$ cat src/shared/action_pkg.sv
package action_pkg;
    // Action word field positions (serial core and local bus)
    localparam int POS_FULL_SETUP = 15;
    localparam int POS_RECONFIG = 14;
    localparam int POS_CHAN_LO = 8;
    localparam int POS_REINIT = 6;
    localparam int POS_PER_CHAN = 5;
    localparam int POS_OUTWARD = 4;
    localparam int POS_INWARD = 3;
    localparam int POS_QUEUE_ATT = 2;
    localparam int POS_LB_CHAN = 8;
    // Interrupt word layout
    localparam int IV_MARK = 29;
    localparam int IV_DIR = 28;
    localparam logic [1:0] IV_MARK_VAL = 2'h1;
    // Loop codes {per_channel, outward, inward}
    localparam logic [2:0] LOOP_NONE = 3'h0;
    localparam logic [2:0] LOOP_INT_ALL = 3'h1;
    localparam logic [2:0] LOOP_EXT_ALL = 3'h2;
    localparam logic [2:0] LOOP_OFF = 3'h3;
    localparam logic [2:0] LOOP_INT_CH = 3'h5;
    localparam logic [2:0] LOOP_EXT_CH = 3'h6;
    // Protocol modes of a channel
    localparam logic [1:0] MODE_HDLC = 2'h0;
    localparam logic [1:0] MODE_RATE = 2'h1;
    localparam logic [1:0] MODE_TMA = 2'h2;
    localparam logic [1:0] MODE_TMB = 2'h3;
    // Loop state kinds
    typedef enum logic [2:0] {
        LK_NONE = 3'b000,
        LK_INT_ALL = 3'b001,
        LK_EXT_ALL = 3'b010,
        LK_INT_CH = 3'b101,
        LK_EXT_CH = 3'b110
    } loop_e;
endpackage : action_pkg

$ cat src/hw/action_spec_and_irq_vector.sv
// The implementer's own choices: the plain strobed port and the register addresses.
`timescale 1ns/100ps
// Summary of operation
// - Fetch the action word once per serial or local-bus action request.
// - Full setup reads all slot assignments plus selected channel spec.
// - Channel reconfigure reads only the selected channel spec.
// - Global reinit loads slots and all channel specs, reinit every slot.
// - Queue attention adopts new queues and zeros each write counter whose queue is not written that cycle.
// - Decode loop bits into six codes; 100 and 111 are illegal.
// - Complete external loop returns serial input straight to output.
// - Complete internal loop feeds output back, ignoring external input.
// - Channelwise external loop copies one channel receive to transmit.
// - Channelwise internal loop returns one channel transmit into receive.
// - Local-bus word honours only reconfigure, queue attention, channel A/B.
// - Channel event writes interrupt word into queue and pulses interrupt.
// - Coinciding events of one channel and direction merge into one word.
// - Separate receive and transmit queues, each from its own base.
// - Word has bit 29 set, direction bit 28, flags, channel in 4:0.
// - Direction bit is one for receive, zero for transmit.
// - Flags unused by the channel mode are forced to zero.
// - Receive-only flags need receive; transmit-only flags need transmit.
// - Late-halt only on transmit, HDLC, terminal bus, grant during send.
module action_spec_and_irq_vector
    import action_pkg::*;
#(
    parameter int QUEUE_AW = 32,
    parameter int QUEUE_WORDS = 16
) (
    input wire logic ref_clk,
    input wire logic resetn,
    // Action requests and word fetch from shared memory
    input wire logic serial_core_action_req,
    input wire logic lb_action_req,
    output logic fetch_req,
    output logic fetch_lb,
    input wire logic fetch_valid,
    input wire logic [31:0] fetch_data,
    // Decoded actions: one-cycle pulses and held channel fields
    output logic full_setup_go,
    output logic reconfig_go,
    output logic reinit_go,
    output logic lb_reconfig_go,
    output logic [4:0] action_channel,
    output logic lb_channel_b,
    output logic loop_illegal,
    // Loop control
    output logic [2:0] loop_kind,
    output logic [4:0] loop_channel,
    input wire logic ser_in_pin,
    output logic ser_out_pin,
    input wire logic core_tx_bit,
    output logic core_rx_bit,
    input wire logic [4:0] active_slot_channel,
    // Channel events
    input wire logic [4:0] ev_channel,
    input wire logic ev_rx,
    input wire logic ev_tx,
    input wire logic [1:0] ev_mode,
    input wire logic [18:0] ev_flags,
    input wire logic term_bus_mode,
    input wire logic d_channel_grant,
    // Queue write toward host memory
    input wire logic [QUEUE_AW-1:0] rx_queue_base,
    input wire logic [QUEUE_AW-1:0] tx_queue_base,
    output logic qwr_valid,
    output logic [QUEUE_AW-1:0] qwr_addr,
    output logic [31:0] qwr_data,
    output logic irq_pulse
);
    // Elaboration checks: the 8-bit queue counters and the 10-bit word offset set the limits
    if (QUEUE_WORDS < 2 || QUEUE_WORDS > 256) begin : g_words_check
        $error("QUEUE_WORDS out of range");
    end
    if (QUEUE_AW < 10) begin : g_aw_check
        $error("QUEUE_AW too small");
    end

    typedef struct packed {
        logic fetch_pend;
        logic fetch_lb;
        logic full_setup;
        logic reconfig;
        logic reinit;
        logic lb_reconfig;
        logic [4:0] act_ch;
        logic lb_b;
        logic illegal;
        logic [2:0] loop_k;
        logic [4:0] loop_ch;
        logic [7:0] rx_cnt;
        logic [7:0] tx_cnt;
        logic [7:0] lb_cnt;
        logic tx_hold;
        logic [4:0] tx_hold_ch;
        logic [1:0] tx_hold_mode;
        logic [18:0] tx_hold_flags;
        logic tx_hold_late;
        logic q_valid;
        logic [QUEUE_AW-1:0] q_addr;
        logic [31:0] q_data;
        logic ser_out;
        logic core_rx;
        logic [2:0] pin_sync;
        logic pin_lvl;
        logic ser_wait;
        logic lb_wait;
    } state_s;

    state_s st_r;
    state_s st_nxt;
    logic rst_meta_r;
    logic rst_sync_n_r;
    logic pin_level;
    logic [31:0] rx_word;
    logic [31:0] tx_word;
    logic [2:0] code;
    logic ser_any;
    logic lb_any;

    // Reset release through two flip-flops
    always_ff @(posedge ref_clk or negedge resetn) begin
        if (!resetn) begin
            rst_meta_r <= 1'b0;
            rst_sync_n_r <= 1'b0;
        end else begin
            rst_meta_r <= 1'b1;
            rst_sync_n_r <= rst_meta_r;
        end
    end

    // Build an interrupt word, masking flags the mode or direction forbids
    function automatic logic [31:0] make_word(input logic [4:0] ch, input logic rx,
                                              input logic [1:0] mode,
                                              input logic [18:0] fl, input logic late);
        logic [18:0] m;
        logic [31:0] w;
        // Flag order: 18 framing change, 17..11 frame E bits, 10 status b, 9 status a,
        // 8 X, 7 host, 6 frame end, 5 idle change, 4 short, 3 fault, 2 overflow,
        // 1 tx done, 0 late halt; flag k lands in word bit k+5
        m = 19'h0;
        m[7] = 1'b1;
        m[3] = 1'b1;
        m[2] = 1'b1;
        case (mode)
            MODE_HDLC: begin
                m[6] = 1'b1;
                m[5] = rx;
                m[4] = rx;
                m[1] = !rx;
            end
            MODE_RATE: begin
                m[18:8] = {11{rx}};
            end
            MODE_TMA: begin
                m[6] = !rx;
                m[1] = !rx;
            end
            default: begin
                m[6] = 1'b1;
                m[1] = !rx;
            end
        endcase
        w = 32'h0;
        w[IV_MARK +: 2] = IV_MARK_VAL;
        w[IV_DIR] = rx;
        w[23:5] = fl & m;
        // Late halt only for HDLC transmit on the terminal bus
        w[5] = late && !rx && (mode == MODE_HDLC);
        w[4:0] = ch;
        return w;
    endfunction : make_word

    // Pin level moves only once the last two stages agree; a disagreement keeps
    // the last agreed level rather than borrowing any other signal
    assign pin_level = (st_r.pin_sync[1] == st_r.pin_sync[2]) ? st_r.pin_sync[1] : st_r.pin_lvl;
    // A request that meets a busy fetch port waits its turn instead of being lost
    assign ser_any = st_r.ser_wait || serial_core_action_req;
    assign lb_any = st_r.lb_wait || lb_action_req;
    // Loop code of the arriving word and the two candidate interrupt words
    assign code = {fetch_data[POS_PER_CHAN], fetch_data[POS_OUTWARD], fetch_data[POS_INWARD]};
    assign rx_word = make_word(ev_channel, 1'b1, ev_mode, ev_flags, 1'b0);
    assign tx_word = make_word(ev_channel, 1'b0, ev_mode, ev_flags,
                               term_bus_mode && d_channel_grant && ev_flags[0]);

    // Next-state logic
    always_comb begin
        st_nxt = st_r;
        st_nxt.full_setup = 1'b0;
        st_nxt.reconfig = 1'b0;
        st_nxt.reinit = 1'b0;
        st_nxt.lb_reconfig = 1'b0;
        st_nxt.illegal = 1'b0;
        st_nxt.q_valid = 1'b0;
        st_nxt.pin_sync = {st_r.pin_sync[1:0], ser_in_pin};
        st_nxt.pin_lvl = pin_level;
        // Requests stay noted until their own fetch starts
        st_nxt.ser_wait = ser_any;
        st_nxt.lb_wait = lb_any;

        // One fetch per request; a new request waits until the last one lands
        if (!st_r.fetch_pend && (ser_any || lb_any)) begin
            st_nxt.fetch_pend = 1'b1;
            st_nxt.fetch_lb = !ser_any;
            // Serial core goes first; a local-bus request keeps waiting its turn
            if (ser_any) begin
                st_nxt.ser_wait = 1'b0;
            end else begin
                st_nxt.lb_wait = 1'b0;
            end
        end else if (st_r.fetch_pend && fetch_valid) begin
            st_nxt.fetch_pend = 1'b0;
            if (st_r.fetch_lb) begin
                // Local-bus word: only reconfigure, queue attention, A/B
                st_nxt.lb_reconfig = fetch_data[POS_RECONFIG];
                st_nxt.lb_b = fetch_data[POS_LB_CHAN];
                // Local-bus attention only restarts its count; no local-bus words are written here
                if (fetch_data[POS_QUEUE_ATT]) begin
                    st_nxt.lb_cnt = 8'h0;
                end
            end else begin
                st_nxt.act_ch = fetch_data[POS_CHAN_LO +: 5];
                // Requests are exclusive by software; priority is a safe tiebreak
                st_nxt.full_setup = fetch_data[POS_FULL_SETUP];
                st_nxt.reconfig = fetch_data[POS_RECONFIG] &&
                                  !fetch_data[POS_FULL_SETUP];
                st_nxt.reinit = fetch_data[POS_REINIT] &&
                                !fetch_data[POS_FULL_SETUP] &&
                                !fetch_data[POS_RECONFIG];
                // Host has defined new queues: each count restarts at the base unless its queue is written this cycle
                if (fetch_data[POS_QUEUE_ATT]) begin
                    st_nxt.rx_cnt = 8'h0;
                    st_nxt.tx_cnt = 8'h0;
                end
                // Loop decode; loops off clears the mirror, no loop keeps it
                case (code)
                    LOOP_NONE: st_nxt.loop_k = st_r.loop_k;
                    LOOP_INT_ALL: st_nxt.loop_k = LK_INT_ALL;
                    LOOP_EXT_ALL: st_nxt.loop_k = LK_EXT_ALL;
                    LOOP_OFF: st_nxt.loop_k = LK_NONE;
                    LOOP_INT_CH: st_nxt.loop_k = LK_INT_CH;
                    LOOP_EXT_CH: st_nxt.loop_k = LK_EXT_CH;
                    default: st_nxt.illegal = 1'b1;
                endcase
                if (code != LOOP_NONE && code != 3'h4 && code != 3'h7) begin
                    st_nxt.loop_ch = fetch_data[POS_CHAN_LO +: 5];
                end
            end
        end

        // Serial data path under loop control
        case (st_r.loop_k)
            LK_EXT_ALL: begin
                st_nxt.ser_out = pin_level;
                st_nxt.core_rx = pin_level;
            end
            LK_INT_ALL: begin
                st_nxt.ser_out = core_tx_bit;
                st_nxt.core_rx = core_tx_bit;
            end
            LK_EXT_CH: begin
                // Looped channel echoes its received bit
                st_nxt.ser_out = (active_slot_channel == st_r.loop_ch) ? pin_level : core_tx_bit;
                st_nxt.core_rx = pin_level;
            end
            LK_INT_CH: begin
                st_nxt.ser_out = core_tx_bit;
                // Looped channel receives its own transmit
                st_nxt.core_rx = (active_slot_channel == st_r.loop_ch) ? core_tx_bit : pin_level;
            end
            default: begin
                st_nxt.ser_out = core_tx_bit;
                st_nxt.core_rx = pin_level;
            end
        endcase

        // Queue writes: receive first, a coinciding transmit word held until a cycle with no receive event.
        // Limitation: only one transmit word can wait, so the source must not
        // present transmit events on back-to-back receive cycles.
        if (ev_rx) begin
            st_nxt.q_valid = 1'b1;
            st_nxt.q_addr = rx_queue_base +
                            QUEUE_AW'({st_r.rx_cnt, 2'b00});
            st_nxt.q_data = rx_word;
            st_nxt.rx_cnt = (st_r.rx_cnt == 8'(QUEUE_WORDS - 1)) ? 8'h0 : st_r.rx_cnt + 8'h1;
            if (st_r.tx_hold) begin
                st_nxt.tx_hold = 1'b1;
            end else if (ev_tx) begin
                st_nxt.tx_hold = 1'b1;
                st_nxt.tx_hold_ch = ev_channel;
                st_nxt.tx_hold_mode = ev_mode;
                st_nxt.tx_hold_flags = ev_flags;
                st_nxt.tx_hold_late = term_bus_mode && d_channel_grant && ev_flags[0];
            end
        end else if (st_r.tx_hold || ev_tx) begin
            st_nxt.q_valid = 1'b1;
            st_nxt.q_addr = tx_queue_base + QUEUE_AW'({st_r.tx_cnt, 2'b00});
            st_nxt.q_data = st_r.tx_hold ?
                make_word(st_r.tx_hold_ch, 1'b0, st_r.tx_hold_mode, st_r.tx_hold_flags,
                          st_r.tx_hold_late) : tx_word;
            st_nxt.tx_cnt = (st_r.tx_cnt == 8'(QUEUE_WORDS - 1)) ? 8'h0 : st_r.tx_cnt + 8'h1;
            st_nxt.tx_hold = st_r.tx_hold && ev_tx;
            if (st_r.tx_hold && ev_tx) begin
                st_nxt.tx_hold_ch = ev_channel;
                st_nxt.tx_hold_mode = ev_mode;
                st_nxt.tx_hold_flags = ev_flags;
                st_nxt.tx_hold_late = term_bus_mode && d_channel_grant && ev_flags[0];
            end
        end
    end

    // State register
    always_ff @(posedge ref_clk or negedge rst_sync_n_r) begin
        if (!rst_sync_n_r) begin
            st_r <= '0;
        end else begin
            st_r <= st_nxt;
        end
    end

    assign fetch_req = st_r.fetch_pend;
    assign fetch_lb = st_r.fetch_lb;
    assign full_setup_go = st_r.full_setup;
    assign reconfig_go = st_r.reconfig;
    assign reinit_go = st_r.reinit;
    assign lb_reconfig_go = st_r.lb_reconfig;
    assign action_channel = st_r.act_ch;
    assign lb_channel_b = st_r.lb_b;
    assign loop_illegal = st_r.illegal;
    assign loop_kind = st_r.loop_k;
    assign loop_channel = st_r.loop_ch;
    assign ser_out_pin = st_r.ser_out;
    assign core_rx_bit = st_r.core_rx;
    assign qwr_valid = st_r.q_valid;
    assign qwr_addr = st_r.q_addr;
    assign qwr_data = st_r.q_data;
    assign irq_pulse = st_r.q_valid;
endmodule : action_spec_and_irq_vector

$ cat config.mk
export PLATFORM = sky130hd
export DESIGN_NAME = action_spec_and_irq_vector
export DESIGN_NICKNAME = d
export VERILOG_FILES = /design/src/shared/action_pkg.sv /design/src/hw/action_spec_and_irq_vector.sv
export SDC_FILE = /design/constraint.sdc
export NUM_CORES = 1
export LEC_CHECK = 0
export BUFFER_PORTS_ARGS = -buffer_cell sky130_fd_sc_hd__buf_2
export CAP_MARGIN = 20
export CORE_UTILIZATION = 52
export CTS_CLUSTER_DIAMETER = 30
export DETAILED_ROUTE_END_ITERATION = 8
export PLACE_DENSITY = 0.87
export SLEW_MARGIN = 20
export SYNTH_ARGS = -nofsm -noshare
export SYNTH_HDL_FRONTEND = slang
export SYNTH_SLANG_ARGS = --single-unit
export TNS_END_PERCENT = 50
$ cat constraint.sdc
create_clock -name ref_clk -period 4.65 [get_ports ref_clk]
set_clock_uncertainty 0.2 [all_clocks]
set_input_delay 0.465 -clock ref_clk [delete_from_list [all_inputs] [get_ports ref_clk]]
set_output_delay 0.465 -clock ref_clk [all_outputs]
set_load 0.05 [all_outputs]
==> results of run 1 <==
[sequential cells by signal, indices dropped and copies added (netlist names)]
register,flops
qwr_data,26
fetch_lb,1
core_rx_bit,1
full_setup_go,1
action_channel,5
rst_sync_n_r,1
loop_channel,5
lb_channel_b,1
lb_reconfig_go,1
st_r,34
loop_illegal,1
fetch_req,1
ser_out_pin,1
qwr_addr,32
reconfig_go,1
st_nxt,2
reinit_go,1
loop_kind,3
irq_pulse,1
rst_meta_r,1
[final cells by class]
class	count	area, um^2	area share (%)
Clock buffer	21	460	5.46
Clock inverter	11	148	1.75
Inverter	19	71.3	0.846
Multi-Input combinational cell	522	3440	40.9
Sequential cell	120	3010	35.7
Tap cell	176	220	2.61
Timing Repair Buffer	210	1080	12.8
[critical path: cells and delay by family, from the launching register on]
kind | cells | cell delay, ps
AOI/OAI and AO/OA | 4 | 860
adders and majority gates | 2 | 600
buffers and inverters | 1 | 70
DFF | 1 | 410
and+or+nand+nor | 2 | 910
[cells in the mapped netlist (8+ instances only)]
cell type  count
dfrtp_1      120
buf_4         79
nand2_1       75
o21ai_0       56
nor2_1        49
xnor2_1       39
a21oi_1       34
nand3_1       22
ha_1          20
inv_1         19
xor2_1        19
mux2_2        18
nor3_1        17
clkbuf_1      16
a22o_1        14
a211oi_1      11
and3_1         9
nand2b_1       9
a22oi_1        8
nand4_1        8
o211ai_1       8
o22ai_1        8
[logic make-up after synthesis]
logic type | Yosys count | synth area share (%)
DFF | 120 | 41.5
adders and majority gates | 23 | 4.15
xor gates and xnor gates | 58 | 7.01
AOI/OAI and AO/OA | 185 | 16.8
buffers and inverters | 125 | 11.3
and+or+nand+nor | 225 | 15.5
muxes | 24 | 3.63
other | 2 | 0.104
[where the power goes]
part / switching (mW) / internal, mW
Clock: 0.469 / 0.869
Sequential: 0.134 / 1.21
Combinational: 0.750 / 0.350
Total: 1.35 / 2.43
[cell usage in the layout (no fill, tap or decap), drive strengths merged, types with 3 or more instances in the layout]
master / instances
a211oi: 11
a21boi: 4
a21o: 6
a21oi: 34
a221oi: 6
a22o: 14
a22oi: 8
a31oi: 4
and2: 4
and3: 11
and4: 3
buf: 208
bufinv: 3
clkbuf: 21
clkinv: 4
clkinvlp: 4
conb: 7
dfrtp: 120
ha: 20
inv: 19
mux2: 18
mux2i: 6
nand2: 77
nand2b: 9
nand3: 22
nand4: 9
nor2: 50
nor2b: 3
nor3: 23
o211ai: 9
o21ai: 61
o221ai: 3
o22ai: 8
o31ai: 4
or4: 3
xnor2: 39
xor2: 19
[final timing paths]
kind	endpoint	slack [ps]	cells past startpoint
min in group asynchronous	rst_meta_r	160	2
min reg2reg	st_nxt[5]	150	0
min	reinit_go	30	2
max	qwr_addr[26]	1470	9
max reg2reg	qwr_addr[26]	1470	9
max in group asynchronous	qwr_addr[9]	2820	1
[per-layer routing]
layer | vias to the layer above | part of all wire [%] | wire, um
li1 | 2876 | - | -
met1 | 2905 | 41 | 7510
met2 | 291 | 49 | 8810
met3 | 42 | 7.3 | 1330
met4 | 0 | 2.5 | 459
met5 | - | 0 | 0
[through the flow]
stage / hold WS, ps / std cells / total power, mW
finish: 31.4 / 1079 / 3.78
global route: 25.0 / 1079 / 3.95
CTS: 11.2 / 1079 / 3.80
detailed placement: 55.4 / 1045 / 2.45
global placement: 54.0 / 1045 / 2.42
floorplan: -30.6 / 767 / 2.29
==> results_dict.tcl, run 1 <==
set metrics [dict create \
    die-area_um2 14400 \
    netlist.area_leader.share_pct 41.5 \
    num_rows 42 \
    grt_antenna_before_repair 0 \
    clock_latency_ps 410 \
    crit_arrival_ps 3270 \
    post-dp-hpwl_um 13000 \
    netlist_area_um2 7240 \
    cts_setup_buffers 0 \
    area_delta_synth_final_pct 16.4 \
    synth_warnings 0 \
    drt_pass1_iterations 6 \
    cts_hold_buffers 2 \
    worstSetupPathType "flop to flop" \
    fmax_ghz 0.314 \
    htree_levels 4 \
    cpMaxStageDelayCell "or4_2" \
    grt.met3_usage_pct 5.99 \
    post_cts_resized 0 \
    routed_via_density 5.67 \
    clk_path_buf_depth 2 \
    routedWlPerCell_um 16.8 \
    route.detailed.drc 0 \
    die_height_um 120 \
    r2r-start "st_r[117]" \
    cpMostUsedCell "a21oi_1" \
    drive_gt1_share_pct 31.0 \
    worstHoldStart "fetch_data[15]" \
    cts_sinks 120 \
    setup_ws_ps 1470 \
    fp.dieW_um 120 \
    crit_fanout 12 \
    final_cell_area_um2 8430 \
    synth-edff-count 0 \
    setup_violations 0 \
    end_kind "flop" \
    p_leak_nw 3.90 \
    port_buffers 200 \
    grt-busiest-layer "met2" \
    ys_types 69 \
    detailedPlace.worstSlack_ps 1390 \
    use_met2_pct 42.6 \
    synth_seq_cells 120 \
    synth_area_leaders "dfrtp_1 41%, buf_4 8.2%, xnor2_1 4.7%" \
    hp-class "input port to flop" \
    p_per_area_nw_per_um2 448 \
    fin_setup_tns_ps 0 \
    fin_crit_ps 3180 \
    antenna_cells 0 \
    start_util_pct 54.1 \
    grt_max_degree 72 \
    core-area_um2 13400 \
    path_cells "ha_1 > inv_1 > fa_1 > nand2b_1 > a21oi_1 > o21ai_1 > or4_2 > o221ai_1 > a21oi_1" \
    wl_um 18100 \
    status "completed" \
    synthCells 762 \
    clk_pin_slew_ps 60 \
    grt_pass1_vias 5896 \
    critPathLaunch "st_r[117]" \
    grt.met1_usage_pct 32.7 \
    fin_util_pct 62.9 \
    critPathLaunchType "flop" \
    grt_util_all_layers_pct 26.1 \
    synth_area_leader_cell "dfrtp_1" \
    slew_headroom_pct 27.1 \
    maxCapViolations 0 \
    finalWeightedCongestion 0.923 \
    cts_buffers 17 \
    fillers 1120 \
    overflow 0 \
    synth-seq-area-share_pct 41.5 \
    drt_iter0_drc 454 \
    finalMaxSlewViolations 0 \
    dpl-instance-area_um2 7800 \
    cts_tree "built" \
    synth_area_per_cell_um2 9.51 \
    synth_flop_cell "dfrtp_1" \
    nets 1050 \
    clockRootBuffer "clkbuf_16" \
    finalCritPeriodShare_pct 68.5 \
    final_hold_viol_count 0 \
    grt_pass1_wl_um 29000 \
    final_antenna_net_count 0 \
    cp.required_ps 4730 \
    cpPeakStageDelay_ps 710 \
    vias 6114 \
    max_slew.worst_pin.slew_ps 1090 \
    rsz0062_at_grt "no" \
    synthArstFlopShare_pct 100 \
    num_io_pins 227 \
    ir_drop_mv 0.399 \
]
No activity file was read; power rests on OpenSTA's default activity.
==> run 2: changes to the inputs <==
CORE_UTILIZATION = 47   (was 52)
PLACE_DENSITY = 0.83   (was 0.87)
clock period = 2.7 ns   (was 4.65 ns; I/O delays follow)
==> run 2 against run 1 <==
  * Clock power increased by 75%
  * Power increased by 77%
  * Worst setup slack got worse by 1400 ps
  * Global-route usage decreased by 0.64 points
  * Hold slack got worse by 22 ps
  * Wire length increased by 9.7%
  * Combinational power increased by 85%
  * First-iteration DRC count increased by 2.0%
  * Final area increased by 8.1%
  * Via count increased by 6.5%
  * Clock-buffer cell count increased by 2
  * Largest cell class unchanged
==> results_dict.tcl, run 2 (synthesized netlist as in run 1, its figures left out) <==
set metrics [dict create \
    status "completed" \
    clk_pin_slew_ps 60 \
    clock_latency_ps 420 \
    worstSetupPathType "flop to flop" \
    crit_fanout 3 \
    critPathBufInv 1 \
    whs_ps 9.88 \
    antenna_cells 0 \
    rsz0062_at_grt "yes" \
    core-area_um2 15100 \
    total_power_mw 6.68 \
    drive_gt1_share_pct 30.6 \
    num_io_pins 227 \
    finalWeightedCongestion 0.924 \
    htree_levels 4 \
    route.detailed.drc 0 \
    slew_headroom_pct 31.8 \
    routed_via_density 5.63 \
    vias 6509 \
    area_delta_synth_final_pct 25.8 \
    maxCapViolations 0 \
    max_slew.worst_pin.slew_ps 1010 \
    grt_util_all_layers_pct 25.4 \
    clk_path_buf_depth 2 \
    cpPeakStageDelay_ps 610 \
    end_kind "flop" \
    grt_antenna_before_repair 0 \
    grt_pass1_wl_um 31600 \
    overflow 0 \
    cts_buffers 17 \
    setup_violations 0 \
    wl_um 19900 \
    layout_common_cells "200 x buf_2, 119 x dfrtp_1, 75 x nand2_1, 56 x o21ai_0, 56 x dlygate4sd3_1" \
    top_register "st_r" \
    grt_max_degree 47 \
    critPathLaunchType "flop" \
    p_leak_nw 4.21 \
    port_buffers 200 \
    die-area_um2 15900 \
    cts_sinks 120 \
    drt_iter0_drc 463 \
    cpMaxStageDelayCell "or4_2" \
    ir_drop_mv 0.476 \
    routedWlPerCell_um 17.2 \
    finalCritPeriodShare_pct 96.7 \
    final_common_cell "buf_2" \
    cts_tree "built" \
    start_util_pct 47.8 \
    nets 1116 \
    fmax_ghz 0.383 \
    path_delay_family "simple AND/OR/NAND/NOR gates" \
    die_height_um 126 \
    path_cells "ha_2 > inv_1 > fa_1 > nand2b_1 > a21oi_2 > o21ai_2 > or4_2 > o221ai_2 > a21oi_1" \
    hp-class "input port to flop" \
    largest_reg_flops 34 \
    clockRootBuffer "clkbuf_16" \
    finalMaxSlewViolations 0 \
    p_per_area_nw_per_um2 733 \
    fp.dieW_um 126 \
    drt_pass1_iterations 5 \
    fin_crit_ps 2610 \
    fin_util_pct 60.2 \
    post-dp-hpwl_um 13500 \
    final_hold_viol_count 0 \
    crit_arrival_ps 2710 \
    cp.required_ps 2800 \
    cts_setup_buffers 0 \
    grt_pass1_vias 6392 \
    final_antenna_net_count 0 \
    num_rows 45 \
]
run 2: cell count changes in the layout (fill, tap and decap cells not counted), sizes merged:
cell,previous run,this run
dlygate4sd3,2,56
buf,208,220
clkinvlp,4,1
clkbuf,21,23
run 2: path summary, 6_finish.rpt:
check | start | end | slack [ps] | cells past startpoint
worst max-delay path | st_r[117] | qwr_addr[26] | 90 | 9
worst min-delay path | tx_queue_base[16] | qwr_addr[16] | 10 | 3
worst max register to register | st_r[117] | qwr_addr[26] | 90 | 9
worst min register to register | rst_sync_n_r | action_channel[0] | 160 | 0
max in group asynchronous | rst_sync_n_r | qwr_data[20] | 1420 | 1
min in group asynchronous | rst_sync_n_r | action_channel[0] | 160 | 0
run 2: cell type report:
class / instances / area (um^2)
clock inverter: 8 / 121
sequential: 120 / 3010
inverter: 19 / 71.3
fill: 1264 / 6030
multi-input combinational: 522 / 3480
clock buffer: 23 / 478
timing repair buffer: 276 / 1720
tap: 188 / 235
run 2: metal layers:
layer | vias to the layer above | routed length, um | part of all wire (%) | GRT usage (%)
li1 | 3002 | - | - | -
met1 | 3118 | 8130 | 41 | 30.7
met2 | 325 | 9620 | 48 | 42.8
met3 | 64 | 1400 | 7.0 | 4.84
met4 | 0 | 721 | 3.6 | 14.1
met5 | - | 0 | 0 | 0
run 2: stage by stage:
step	TNS (ps)	std cells	setup slack, ps	area (um^2)
floorplan	0	767	72.2	7260
global placement	0	1069	65.0	7920
detailed placement	0	1069	15.7	7920
CTS	0	1156	6.97	9080
global route	-128	1156	-38.3	9110
finish	0	1156	89.0	9110
run 2: worst reg2reg max path: cells and delay by family, from the launching register on:
| kind | cells | cell delay [ps] |
|---|---|---|
| buffers and inverters | 1 | 60 |
| adders and majority gates | 2 | 560 |
| DFF | 1 | 350 |
| and+or+nand+nor | 2 | 800 |
| AOI/OAI and AO/OA | 4 | 530 |
run 2: repair_timing:
action,in CTS,in global routing
hold buffers,56,0
gates resized for setup,0,7
endpoints found under the hold margin,70,0
endpoints found under the setup margin,0,12
run 2: report_power, final:
| group | switching (mW) | leakage (nW) | internal, mW |
|---|---|---|---|
| registers | 0.224 | 1.47 | 2.08 |
| logic | 1.35 | 2.45 | 0.684 |
| clock network | 0.828 | 0.293 | 1.52 |
| total | 2.40 | 4.21 | 4.28 |
